==> src/rtl/umsi_pkg.sv <==
// Purpose: constants for the uart modem-status and interrupt block
// Assumes: one clock (hclk, 100 MHz), registers reached over AHB-Lite
// Notes: each register takes one aligned 32-bit word, data in bits 7:0
// Summary of operation
// normally status bits 7..4 are inverted cd, ri, dsr, cts input levels
// in loopback bits 7,6,5,4 follow modem control bits 3,2,0,1
// cd, dsr, cts change flags set on either edge of their source
// ring change flag sets only when ring source goes low to high
// reading modem line state clears bits 3..0; bits 7..4 stay live
// mask bits 0..3 enable rx data, tx holding, line status, modem irqs
// mask bit 5 xoff/special, bit 6 rts change, bit 7 cts change; code lets bit 6 or 7 enable the one flow rise source
// mask bit 4 set puts the channel into sleep mode
// mask bits 7..4 writable only while enhanced feature bit 4 is one
// re-enabling tx holding irq raises no new irq by itself
// mask register resets to zero
// interrupt output active whenever an enabled condition is pending
// source register read-only; bit 0 is zero while irq pending
// source bits 7 and 6 mirror fifo enable bit 0
// codes 000110 line,001100 timeout,000100 rx,000010 tx,000000 modem
// priority line, rx/timeout, tx, modem, xoff, flow change lowest
// xoff/special source reads bit 4 one, other low bits zero
// rts/cts low-to-high change reads bit 5 one, others zero
// modem control bit 4 selects loopback of the modem status inputs
// only enabled sources reported; next lower shown when top clears
package umsi_pkg;
   localparam logic [7:0] UMSI_OFS_LINE_STATE = 8'h00;
   localparam logic [7:0] UMSI_OFS_MASK = 8'h04;
   localparam logic [7:0] UMSI_OFS_SOURCE = 8'h08;
   localparam logic [7:0] UMSI_OFS_MODEM_CTRL = 8'h0C;
   localparam logic [7:0] UMSI_OFS_ENH_FEAT = 8'h10;
   localparam logic [7:0] UMSI_OFS_FIFO_CTRL = 8'h14;
   localparam logic [7:0] UMSI_RST_MASK = 8'h00;
   localparam logic [7:0] UMSI_RST_CTRL = 8'h00;
   localparam int UMSI_ENH_BIT = 4;
   localparam int UMSI_LOOP_BIT = 4;
   localparam int UMSI_SLEEP_BIT = 4;
   localparam int UMSI_FIFO_EN_BIT = 0;
   localparam logic [5:0] UMSI_CODE_LINE = 6'h06;
   localparam logic [5:0] UMSI_CODE_TOUT = 6'h0C;
   localparam logic [5:0] UMSI_CODE_RX = 6'h04;
   localparam logic [5:0] UMSI_CODE_TX = 6'h02;
   localparam logic [5:0] UMSI_CODE_MODEM = 6'h00;
   localparam logic [5:0] UMSI_CODE_XOFF = 6'h10;
   localparam logic [5:0] UMSI_CODE_FLOW = 6'h20;
   localparam logic [5:0] UMSI_CODE_NONE = 6'h01;
   localparam logic [1:0] UMSI_HTRANS_NONSEQ = 2'h2;
endpackage

==> src/rtl/umsi_top.sv <==
// Purpose: modem line status, interrupt mask, source id and irq output
// Assumes: event inputs come from logic on hclk; modem pins are asynchronous
// Notes: unmapped addresses read zero and ignore writes; response always OKAY
`timescale 1ns/1ps
module umsi_top
   import umsi_pkg::*;
(
   input wire logic hclk,
   input wire logic hresetn,
   input wire logic hsel,
   input wire logic [7:0] haddr,
   input wire logic [1:0] htrans,
   input wire logic hwrite,
   input wire logic [2:0] hsize,
   input wire logic [31:0] hwdata,
   input wire logic hready,
   output logic [31:0] hrdata,
   output logic hreadyout,
   output logic hresp,
   input wire logic carrier_detect_in_n,
   input wire logic ring_indicator_in_n,
   input wire logic set_ready_in_n,
   input wire logic clear_to_send_in_n,
   input wire logic line_err_pend,
   input wire logic rx_timeout_pend,
   input wire logic rx_data_pend,
   input wire logic tx_level_event,
   input wire logic tx_holding_write,
   input wire logic xoff_detect,
   input wire logic flow_rise_event,
   output logic irq_out_a,
   output logic sleep_mode,
   output logic loopback_mode
);
   import umsi_pkg::*;

   ////////////////////////////////////////////////////////////////////////
   // bus address phase capture
   logic wr_pend;
   logic rd_pend;
   logic [7:0] addr_q;
   logic [7:0] modem_control_reg;
   logic [7:0] enhanced_feature_reg;
   logic [7:0] fifo_control_reg;
   logic [7:0] irq_mask_reg;
   logic [3:0] delta;
   logic tx_pend;
   logic flow_pend;
   logic xoff_pend;

   wire logic take = hsel && hready && htrans == UMSI_HTRANS_NONSEQ;
   always_ff @(posedge hclk or negedge hresetn) begin
      if (!hresetn) begin
         wr_pend <= 1'b0;
         rd_pend <= 1'b0;
         addr_q <= 8'h00;
      end else begin
         wr_pend <= take && hwrite;
         rd_pend <= take && !hwrite;
         if (take) begin
            addr_q <= haddr;
         end
      end
   end

   wire logic wr_mask = wr_pend && addr_q == UMSI_OFS_MASK;
   // read side effects act on the edge that captures hrdata, so no change is lost
   wire logic rd_msr = take && !hwrite && haddr == UMSI_OFS_LINE_STATE;
   wire logic rd_src = take && !hwrite && haddr == UMSI_OFS_SOURCE;

   ////////////////////////////////////////////////////////////////////////
   // modem pin synchronisers, two flops each
   logic [3:0] pin_s1;
   logic [3:0] pin_s2;
   always_ff @(posedge hclk or negedge hresetn) begin
      if (!hresetn) begin
         pin_s1 <= 4'hF;
         pin_s2 <= 4'hF;
      end else begin
         pin_s1 <= {carrier_detect_in_n, ring_indicator_in_n, set_ready_in_n,
            clear_to_send_in_n};
         pin_s2 <= pin_s1;
      end
   end

   // live status: cd, ri, dsr, cts active high
   wire logic loop = modem_control_reg[UMSI_LOOP_BIT];
   wire logic [3:0] live = loop ?
      {modem_control_reg[3], modem_control_reg[2], modem_control_reg[0],
       modem_control_reg[1]} : ~pin_s2; // see R1
   logic [3:0] live_q;

   ////////////////////////////////////////////////////////////////////////
   // control registers: modem control, enhanced feature, fifo control
   always_ff @(posedge hclk or negedge hresetn) begin
      if (!hresetn) begin
         modem_control_reg <= UMSI_RST_CTRL;
         enhanced_feature_reg <= UMSI_RST_CTRL;
         fifo_control_reg <= UMSI_RST_CTRL;
      end else if (wr_pend) begin
         if (addr_q == UMSI_OFS_MODEM_CTRL) begin
            modem_control_reg <= hwdata[7:0];
         end
         if (addr_q == UMSI_OFS_ENH_FEAT) begin
            enhanced_feature_reg <= hwdata[7:0];
         end
         if (addr_q == UMSI_OFS_FIFO_CTRL) begin
            fifo_control_reg <= hwdata[7:0];
         end
      end
   end

   // interrupt mask, upper nibble write-protected
   always_ff @(posedge hclk or negedge hresetn) begin
      if (!hresetn) begin
         irq_mask_reg <= UMSI_RST_MASK;
      end else if (wr_mask) begin
         irq_mask_reg[3:0] <= hwdata[3:0];
         if (enhanced_feature_reg[UMSI_ENH_BIT]) begin
            irq_mask_reg[7:4] <= hwdata[7:4];
         end
      end
   end

   ////////////////////////////////////////////////////////////////////////
   // change flags; a new change wins over the read clear
   always_ff @(posedge hclk or negedge hresetn) begin
      if (!hresetn) begin
         live_q <= 4'h0;
         delta <= 4'h0;
      end else begin
         live_q <= live;
         delta[3] <= (live[3] != live_q[3]) || (delta[3] && !rd_msr);
         delta[2] <= (live[2] && !live_q[2]) || (delta[2] && !rd_msr);
         delta[1] <= (live[1] != live_q[1]) || (delta[1] && !rd_msr);
         delta[0] <= (live[0] != live_q[0]) || (delta[0] && !rd_msr);
      end
   end

   ////////////////////////////////////////////////////////////////////////
   // event-held sources: tx holding, xoff, flow-line rise
   always_ff @(posedge hclk or negedge hresetn) begin
      if (!hresetn) begin
         tx_pend <= 1'b0;
         xoff_pend <= 1'b0;
         flow_pend <= 1'b0;
      end else begin
         // only a level event sets it; re-enabling the mask does not
         // a source read clears only the source it reports
         tx_pend <= tx_level_event || (tx_pend && !tx_holding_write &&
            !(rd_src && code_q == UMSI_CODE_TX));
         xoff_pend <= xoff_detect || (xoff_pend && !(rd_src &&
            code_q == UMSI_CODE_XOFF));
         flow_pend <= flow_rise_event || (flow_pend && !(rd_src &&
            code_q == UMSI_CODE_FLOW));
      end
   end

   ////////////////////////////////////////////////////////////////////////
   // priority encoder over enabled pending sources
   function automatic logic [5:0] pick(input logic [7:0] m, input logic ln,
      input logic to, input logic rx, input logic tx, input logic md,
      input logic xf, input logic fl);
      logic [5:0] c;
      c = UMSI_CODE_NONE;
      if (m[2] && ln) c = UMSI_CODE_LINE;
      else if (m[0] && to) c = UMSI_CODE_TOUT;
      else if (m[0] && rx) c = UMSI_CODE_RX;
      else if (m[1] && tx) c = UMSI_CODE_TX;
      else if (m[3] && md) c = UMSI_CODE_MODEM;
      else if (m[5] && xf) c = UMSI_CODE_XOFF;
      else if ((m[6] || m[7]) && fl) c = UMSI_CODE_FLOW;
      return c;
   endfunction

   wire logic [5:0] next_code = pick(irq_mask_reg, line_err_pend, rx_timeout_pend,
      rx_data_pend, tx_pend, |delta, xoff_pend, flow_pend); // see R6 see R7
   logic [5:0] code_q;

   always_ff @(posedge hclk or negedge hresetn) begin
      if (!hresetn) begin
         code_q <= UMSI_CODE_NONE;
         irq_out_a <= 1'b0;
         sleep_mode <= 1'b0;
         loopback_mode <= 1'b0;
      end else begin
         code_q <= next_code;
         irq_out_a <= !next_code[0];
         sleep_mode <= irq_mask_reg[UMSI_SLEEP_BIT];
         loopback_mode <= loop;
      end
   end

   ////////////////////////////////////////////////////////////////////////
   // read data and bus response
   always_ff @(posedge hclk or negedge hresetn) begin
      if (!hresetn) begin
         hrdata <= 32'h0000_0000;
         hreadyout <= 1'b1;
         hresp <= 1'b0;
      end else begin
         hreadyout <= 1'b1;
         hresp <= 1'b0;
         hrdata <= 32'h0000_0000;
         if (take && !hwrite) begin
            case (haddr)
               UMSI_OFS_LINE_STATE: hrdata <= {24'h0, live_q, delta};
               UMSI_OFS_MASK: hrdata <= {24'h0, irq_mask_reg};
               UMSI_OFS_SOURCE: hrdata <= {24'h0, {2{fifo_control_reg[UMSI_FIFO_EN_BIT]}},
                  code_q}; // see R13
               UMSI_OFS_MODEM_CTRL: hrdata <= {24'h0, modem_control_reg};
               UMSI_OFS_ENH_FEAT: hrdata <= {24'h0, enhanced_feature_reg};
               UMSI_OFS_FIFO_CTRL: hrdata <= {24'h0, fifo_control_reg};
               default: hrdata <= 32'h0000_0000;
            endcase
         end
      end
   end

   ////////////////////////////////////////////////////////////////////////
   // assertions
   AST_MASK_RESET: assert property (@(posedge hclk) $rose(hresetn) |->
      irq_mask_reg == 8'h00) else $error("mask not zero after reset");
   AST_UPPER_LOCK: assert property (@(posedge hclk) disable iff (!hresetn)
      wr_mask && !enhanced_feature_reg[4] |=> $stable(irq_mask_reg[7:4]))
      else $error("upper mask bits changed while locked");
   AST_IRQ_MATCH: assert property (@(posedge hclk) disable iff (!hresetn)
      irq_out_a == !code_q[0]) else $error("irq output disagrees with id");
   AST_LINE_TOP: assert property (@(posedge hclk) disable iff (!hresetn)
      irq_mask_reg[2] && line_err_pend |=> code_q == 6'h06)
      else $error("line status not top priority");
   AST_RI_FALL: assert property (@(posedge hclk) disable iff (!hresetn)
      !delta[2] && live_q[2] && !live[2] |=> !delta[2])
      else $error("ring flag set on falling edge");
   AST_CD_EDGE: assert property (@(posedge hclk) disable iff (!hresetn)
      live[3] != live_q[3] |=> delta[3]) else $error("cd change missed");
   AST_READ_CLR: assert property (@(posedge hclk) disable iff (!hresetn)
      rd_msr && live == live_q |=> delta == 4'h0)
      else $error("flags not cleared by read");
   AST_LOOP_SRC: assert property (@(posedge hclk) disable iff (!hresetn)
      modem_control_reg[4] && $stable(modem_control_reg) |=>
      live_q[3] == $past(modem_control_reg[3])) else $error("loopback cd wrong");
   AST_NO_MASKED: assert property (@(posedge hclk) disable iff (!hresetn)
      irq_mask_reg == 8'h00 |=> code_q == 6'h01)
      else $error("masked source reported");
   AST_NORMAL_LIVE: assert property (@(posedge hclk) disable iff (!hresetn)
      !modem_control_reg[4] |=> live_q == ~$past(pin_s2))
      else $error("status bits not inverted pins");
   AST_RI_RISE: assert property (@(posedge hclk) disable iff (!hresetn)
      live[2] && !live_q[2] |=> delta[2])
      else $error("ring rise missed");
   AST_RX_MASKED: assert property (@(posedge hclk) disable iff (!hresetn)
      !irq_mask_reg[0] |=> code_q != 6'h04 && code_q != 6'h0C)
      else $error("masked receive source reported");
   AST_SLEEP_COPY: assert property (@(posedge hclk) disable iff (!hresetn)
      sleep_mode == $past(irq_mask_reg[4]))
      else $error("sleep output wrong");
   AST_TX_NO_NEW: assert property (@(posedge hclk) disable iff (!hresetn)
      !tx_pend && !tx_level_event |=> !tx_pend)
      else $error("tx pending rose without event");
   AST_IRQ_PEND: assert property (@(posedge hclk) disable iff (!hresetn)
      irq_mask_reg[0] && rx_data_pend |=> irq_out_a)
      else $error("irq output not raised");
   AST_SRC_READ: assert property (@(posedge hclk) disable iff (!hresetn)
      rd_pend && addr_q == UMSI_OFS_SOURCE |->
      hrdata[7:0] == {{2{$past(fifo_control_reg[0])}}, $past(code_q)})
      else $error("source read data wrong");
   AST_TOUT_CODE: assert property (@(posedge hclk) disable iff (!hresetn)
      irq_mask_reg[0] && rx_timeout_pend && !(irq_mask_reg[2] && line_err_pend)
      |=> code_q == 6'h0C) else $error("timeout code wrong");
   AST_XOFF_CODE: assert property (@(posedge hclk) disable iff (!hresetn)
      irq_mask_reg[3:0] == 4'h0 && irq_mask_reg[5] && xoff_pend |=> code_q == 6'h10)
      else $error("xoff code wrong");
   AST_FLOW_CODE: assert property (@(posedge hclk) disable iff (!hresetn)
      irq_mask_reg[3:0] == 4'h0 && !irq_mask_reg[5] && irq_mask_reg[7] && flow_pend
      |=> code_q == 6'h20) else $error("flow code wrong");
   AST_LOOP_COPY: assert property (@(posedge hclk) disable iff (!hresetn)
      loopback_mode == $past(modem_control_reg[4]))
      else $error("loopback output wrong");
endmodule

==> config.mk <==
export PLATFORM = sky130hd
export DESIGN_NAME = umsi_top
export DESIGN_NICKNAME = d
export VERILOG_FILES = /design/src/rtl/umsi_pkg.sv /design/src/rtl/umsi_top.sv
export SDC_FILE = /design/constraint.sdc
export NUM_CORES = 1
export LEC_CHECK = 0
export BUFFER_PORTS_ARGS = -buffer_cell sky130_fd_sc_hd__buf_2
export CORE_MARGIN = 4
export CORE_UTILIZATION = 44
export CTS_CLUSTER_DIAMETER = 30
export CTS_CLUSTER_SIZE = 40
export DETAILED_ROUTE_END_ITERATION = 8
export GPL_TIMING_DRIVEN = 1
export HOLD_SLACK_MARGIN = 0.06
export PLACE_DENSITY_LB_ADDON = 0.05
export RECOVER_POWER = 50
export REMOVE_ABC_BUFFERS = 1
export SLEW_MARGIN = 30
export SYNTH_ARGS = -nofsm -noshare
export SYNTH_HDL_FRONTEND = slang
export SYNTH_SLANG_ARGS = --single-unit
==> constraint.sdc <==
create_clock -name hclk -period 1.55 [get_ports hclk]
set_input_delay 0.155 -clock hclk [delete_from_list [all_inputs] [get_ports hclk]]
set_output_delay 0.155 -clock hclk [all_outputs]
set_load 0.03 [all_outputs]
==> run_summary.xml <==
<?xml version="1.0" encoding="UTF-8"?>
<metrics>
  <group name="route">
    <metric name="post_drt_wl_per_cell" unit="um">17.1</metric>
    <metric name="route.detailed.vias_per_inst" unit="">5.01</metric>
    <metric name="drc" unit="">0</metric>
    <metric name="route.antenna.remaining_nets" unit="">0</metric>
    <metric name="drt_pre_antenna_iters" unit="">4</metric>
    <metric name="initial_drc_count" unit="">66</metric>
    <metric name="num_vias" unit="">2439</metric>
    <metric name="drt-total-wl" unit="um">8320</metric>
  </group>
  <group name="yosys">
    <metric name="syn_area_per_cell" unit="um^2">12.0</metric>
    <metric name="synth.ff_latch_count" unit="">77</metric>
    <metric name="synth-warning-count" unit="">0</metric>
    <metric name="yosys.cell_types.count" unit="">39</metric>
    <metric name="synthesis.area" unit="mm^2">0.00355</metric>
    <metric name="post_synth_inst_count" unit="">295</metric>
    <metric name="yosysSeqAreaShare" unit="%">54.7</metric>
  </group>
  <group name="finish">
    <metric name="sequential_cell_area" unit="mm^2">0.00194</metric>
    <metric name="num_antenna_cells" unit="">0</metric>
    <metric name="post_layout_nonfiller_instances" unit="">487</metric>
    <metric name="synthToLayoutAreaGrowth" unit="%">23.1</metric>
    <metric name="area_of_the_multi_input_gates" unit="mm^2">0.00150</metric>
    <metric name="final.fill_count" unit="">688</metric>
    <metric name="layout.cells.most_common_list" unit="">dfrtp_1, mux2_2, buf_2</metric>
    <metric name="final_net_count" unit="">441</metric>
    <metric name="fraction_of_layout_instances_using_a_drive_strength_above_1" unit="%">44.4</metric>
    <metric name="most_common_library_cell_in_the_layout_ignoring_fill_and_taps" unit="">dfrtp_1</metric>
  </group>
  <group name="floorplanning">
    <metric name="initial_utilization" unit="%">45.7</metric>
    <metric name="coreArea" unit="mm^2">0.00777</metric>
    <metric name="die-width" unit="um">97.8</metric>
    <metric name="row_count" unit="">32</metric>
    <metric name="area_of_the_die" unit="mm^2">0.00956</metric>
    <metric name="die_height" unit="um">97.8</metric>
    <metric name="num_io_pins" unit="">98</metric>
  </group>
  <group name="outcome">
    <metric name="run_status" unit="">finished, violations left</metric>
    <metric name="violated_checks" unit="">negative setup slack</metric>
  </group>
  <group name="worst_setup_path">
    <metric name="worst_path_largest_cell_delay" unit="ns">0.39</metric>
    <metric name="startpoint_type" unit="">flip-flop</metric>
    <metric name="critPathSlowestCell" unit="">dfrtp_1</metric>
    <metric name="timing.rr.end" unit="">enhanced_feature_reg[5]</metric>
    <metric name="crit_path_required_time" unit="ns">1.78</metric>
    <metric name="series_of_cell_instances_along_the_critical_path" unit="">nor4_2, buf_4, and4b_2, buf_6, mux2_4</metric>
    <metric name="reg2reg_slack" unit="ns">-0.14</metric>
    <metric name="arrival" unit="ns">1.92</metric>
    <metric name="r2r_cells" unit="">5</metric>
    <metric name="setup.worst_path.end_class" unit="">flip-flop</metric>
    <metric name="worstReg2RegStart" unit="">addr_q[1]</metric>
    <metric name="worst-path-max-fanout" unit="">5</metric>
    <metric name="critPathKind" unit="">flip-flop to flip-flop</metric>
  </group>
  <group name="timing">
    <metric name="maxSlewHeadroom" unit="%">38.6</metric>
    <metric name="fin_ws" unit="ns">-0.140</metric>
    <metric name="max_clock_freq" unit="MHz">592</metric>
    <metric name="worst_max_slew_pin_slew" unit="ns">0.921</metric>
    <metric name="setup_viol_count_final" unit="">25</metric>
    <metric name="final-hold-violation-count" unit="">0</metric>
    <metric name="grt_setup_unrepaired" unit="">yes</metric>
    <metric name="timing.final.crit_period" unit="ns">1.69</metric>
    <metric name="fin_tns_setup" unit="ns">-2.03</metric>
    <metric name="drv_slew" unit="">0</metric>
    <metric name="clock-skew-final" unit="ns">0.0132</metric>
    <metric name="final_min_period_over_clock_period" unit="%">109</metric>
  </group>
  <group name="cts">
    <metric name="cts.repair_timing.setup_buffer_count" unit="">0</metric>
    <metric name="clkTransAtPathRegs" unit="ns">0.08</metric>
    <metric name="cts-buffers-inserted" unit="">9</metric>
    <metric name="worstSkewPairLatency" unit="ns">0.35</metric>
    <metric name="cts_root_buf" unit="">clkbuf_8</metric>
    <metric name="cts-root-to-sink-buffers" unit="">2</metric>
    <metric name="cts_max_level" unit="">3</metric>
    <metric name="cts_sinks" unit="">77</metric>
    <metric name="cts_tree" unit="">yes</metric>
  </group>
  <group name="placed_design">
    <metric name="pre_cts_slack" unit="ns">-0.240</metric>
    <metric name="numPortBuffers" unit="">44</metric>
    <metric name="gp_routability_congestion" unit="">0.791</metric>
    <metric name="place.detailed.hpwl" unit="um">6130</metric>
    <metric name="number_of_placed_cells_counting_well_taps" unit="">462</metric>
  </group>
  <group name="grt">
    <metric name="grt_max_degree" unit="">39</metric>
    <metric name="grt_pass1_vias" unit="">2584</metric>
    <metric name="global_route.usage.total" unit="%">18.2</metric>
    <metric name="grt_first_pass_wirelength" unit="um">13400</metric>
    <metric name="grt_antenna_before_repair" unit="">0</metric>
    <metric name="globalRoute.totalOverflow" unit="">0</metric>
  </group>
  <group name="pwr">
    <metric name="total_leakage_power" unit="nW">2.10</metric>
    <metric name="peakVddDrop" unit="V">0.000628</metric>
    <metric name="power_per_cell_area" unit="mW/mm^2">953</metric>
  </group>
  <group name="worst_hold_path">
    <metric name="min-delay-start" unit="">rx_timeout_pend</metric>
    <metric name="worstHoldEndpoint" unit="">code_q[3]</metric>
    <metric name="holdPathStages" unit="">2</metric>
    <metric name="timing.hold.worst.class" unit="">primary input to flip-flop</metric>
  </group>
  <group name="run">
    <metric name="maxCapViolations" unit="">0</metric>
  </group>
</metrics>
[power breakdown]
group | leakage (nW) | switching, W | internal [W] | total (W)
registers | 0.949 | 0.0000887 | 0.00213 | 0.00221
clock network | 0.0953 | 0.000746 | 0.000669 | 0.00142
logic | 1.05 | 0.000297 | 0.000235 | 0.000532
[per-layer routing]
layer	part of all wire (%)	track usage, %	vias up
met2	48	29.6	63
met3	4.1	3.43	10
met1	47	24.5	1212
met4	1.3	6.28	0
li1	-	-	1154
met5	0	0	-
[critical path, delay by kind of cell, from the launching register on]
kind                   cells  cell delay, ns
buffers and inverters      2            0.33
DFF                        1            0.39
muxes                      1            0.30
and+or+nand+nor            2            0.55
[cells in the mapped netlist, drive strengths merged]
cell type  instances  area [um^2]
o41ai              1         8.76
mux2i              1         10.0
or3                3         18.8
nand2             33          124
or3b               1         8.76
conb               2         7.51
dfrtp             68         1700
buf               32          229
and2               2         12.5
nand4b             1         8.76
nor3b              2         15.0
inv                8         30.0
o21a               1         7.51
o21ai              6         30.0
nand4              2         12.5
a21oi              9         75.1
o211ai             3         22.5
nor2b             11         68.8
nor2              10         37.5
a22oi              8         60.1
and4               2         17.5
nand3              2         10.0
or4                3         30.0
nor4b              3         26.3
mux2              55          619
clkbuf             5         18.8
and4b              3         30.0
nor4               3         25.0
a31oi              3         18.8
o2bb2ai            1         8.76
and3               1         6.26
dfstp              9          236
nor4bb             1         10.0
[worst max-delay path by stage]
stage | slack [ns] | end | start
global placement | -0.26 | delta[3] | haddr[0]
CTS | -0.14 | enhanced_feature_reg[6] | addr_q[1]
global route | -0.20 | enhanced_feature_reg[6] | addr_q[1]
floorplan | -0.07 | enhanced_feature_reg[0] | addr_q[1]
detailed placement | -0.24 | delta[3] | haddr[0]
finish | -0.14 | enhanced_feature_reg[5] | addr_q[1]
[through the flow]
| stage | total power (W) | area (um^2) | util [%] | hold slack, ns |
|---|---|---|---|---|
| after floorplan | 0.00250 | 3390 | - | -0.141 |
| after global placement | 0.00274 | 4020 | 51.7 | 0.162 |
| after detailed placement | 0.00275 | 4020 | 51.7 | 0.163 |
| after CTS | 0.00420 | 4370 | 56.2 | 0.0671 |
| after global routing | 0.00436 | 4370 | 56.2 | 0.0758 |
| final | 0.00416 | 4370 | 56.2 | 0.0746 |
[logic make-up (layout without fill, tap and decap cells)]
group,Yosys count,in the layout,share of synthesized area (%)
buffers and inverters,45,111,7.83
and+or+nand+nor,83,83,13.0
other,2,26,0.212
AOI/OAI and AO/OA,32,32,6.53
muxes,56,56,17.7
DFF,77,77,54.7
[what timing repair did]
action / 4_1_cts / 5_1_grt
setup endpoints to repair: 27 / 30
cloned: 0 / 0
hold buffers: 9 / 0
hold endpoints to repair: 34 / 0
pin swaps: 1 / 2
gates resized for setup: 19 / 5
[area by class of cell]
class | instances | area share [%]
Multi-Input combinational cell | 197 | 34.3
Sequential cell | 77 | 44.4
Timing Repair Buffer | 87 | 13.5
Clock inverter | 5 | 0.802
Tap cell | 102 | 2.92
Inverter | 8 | 0.688
Clock buffer | 11 | 3.47
Power figures use the tool's default switching activity.
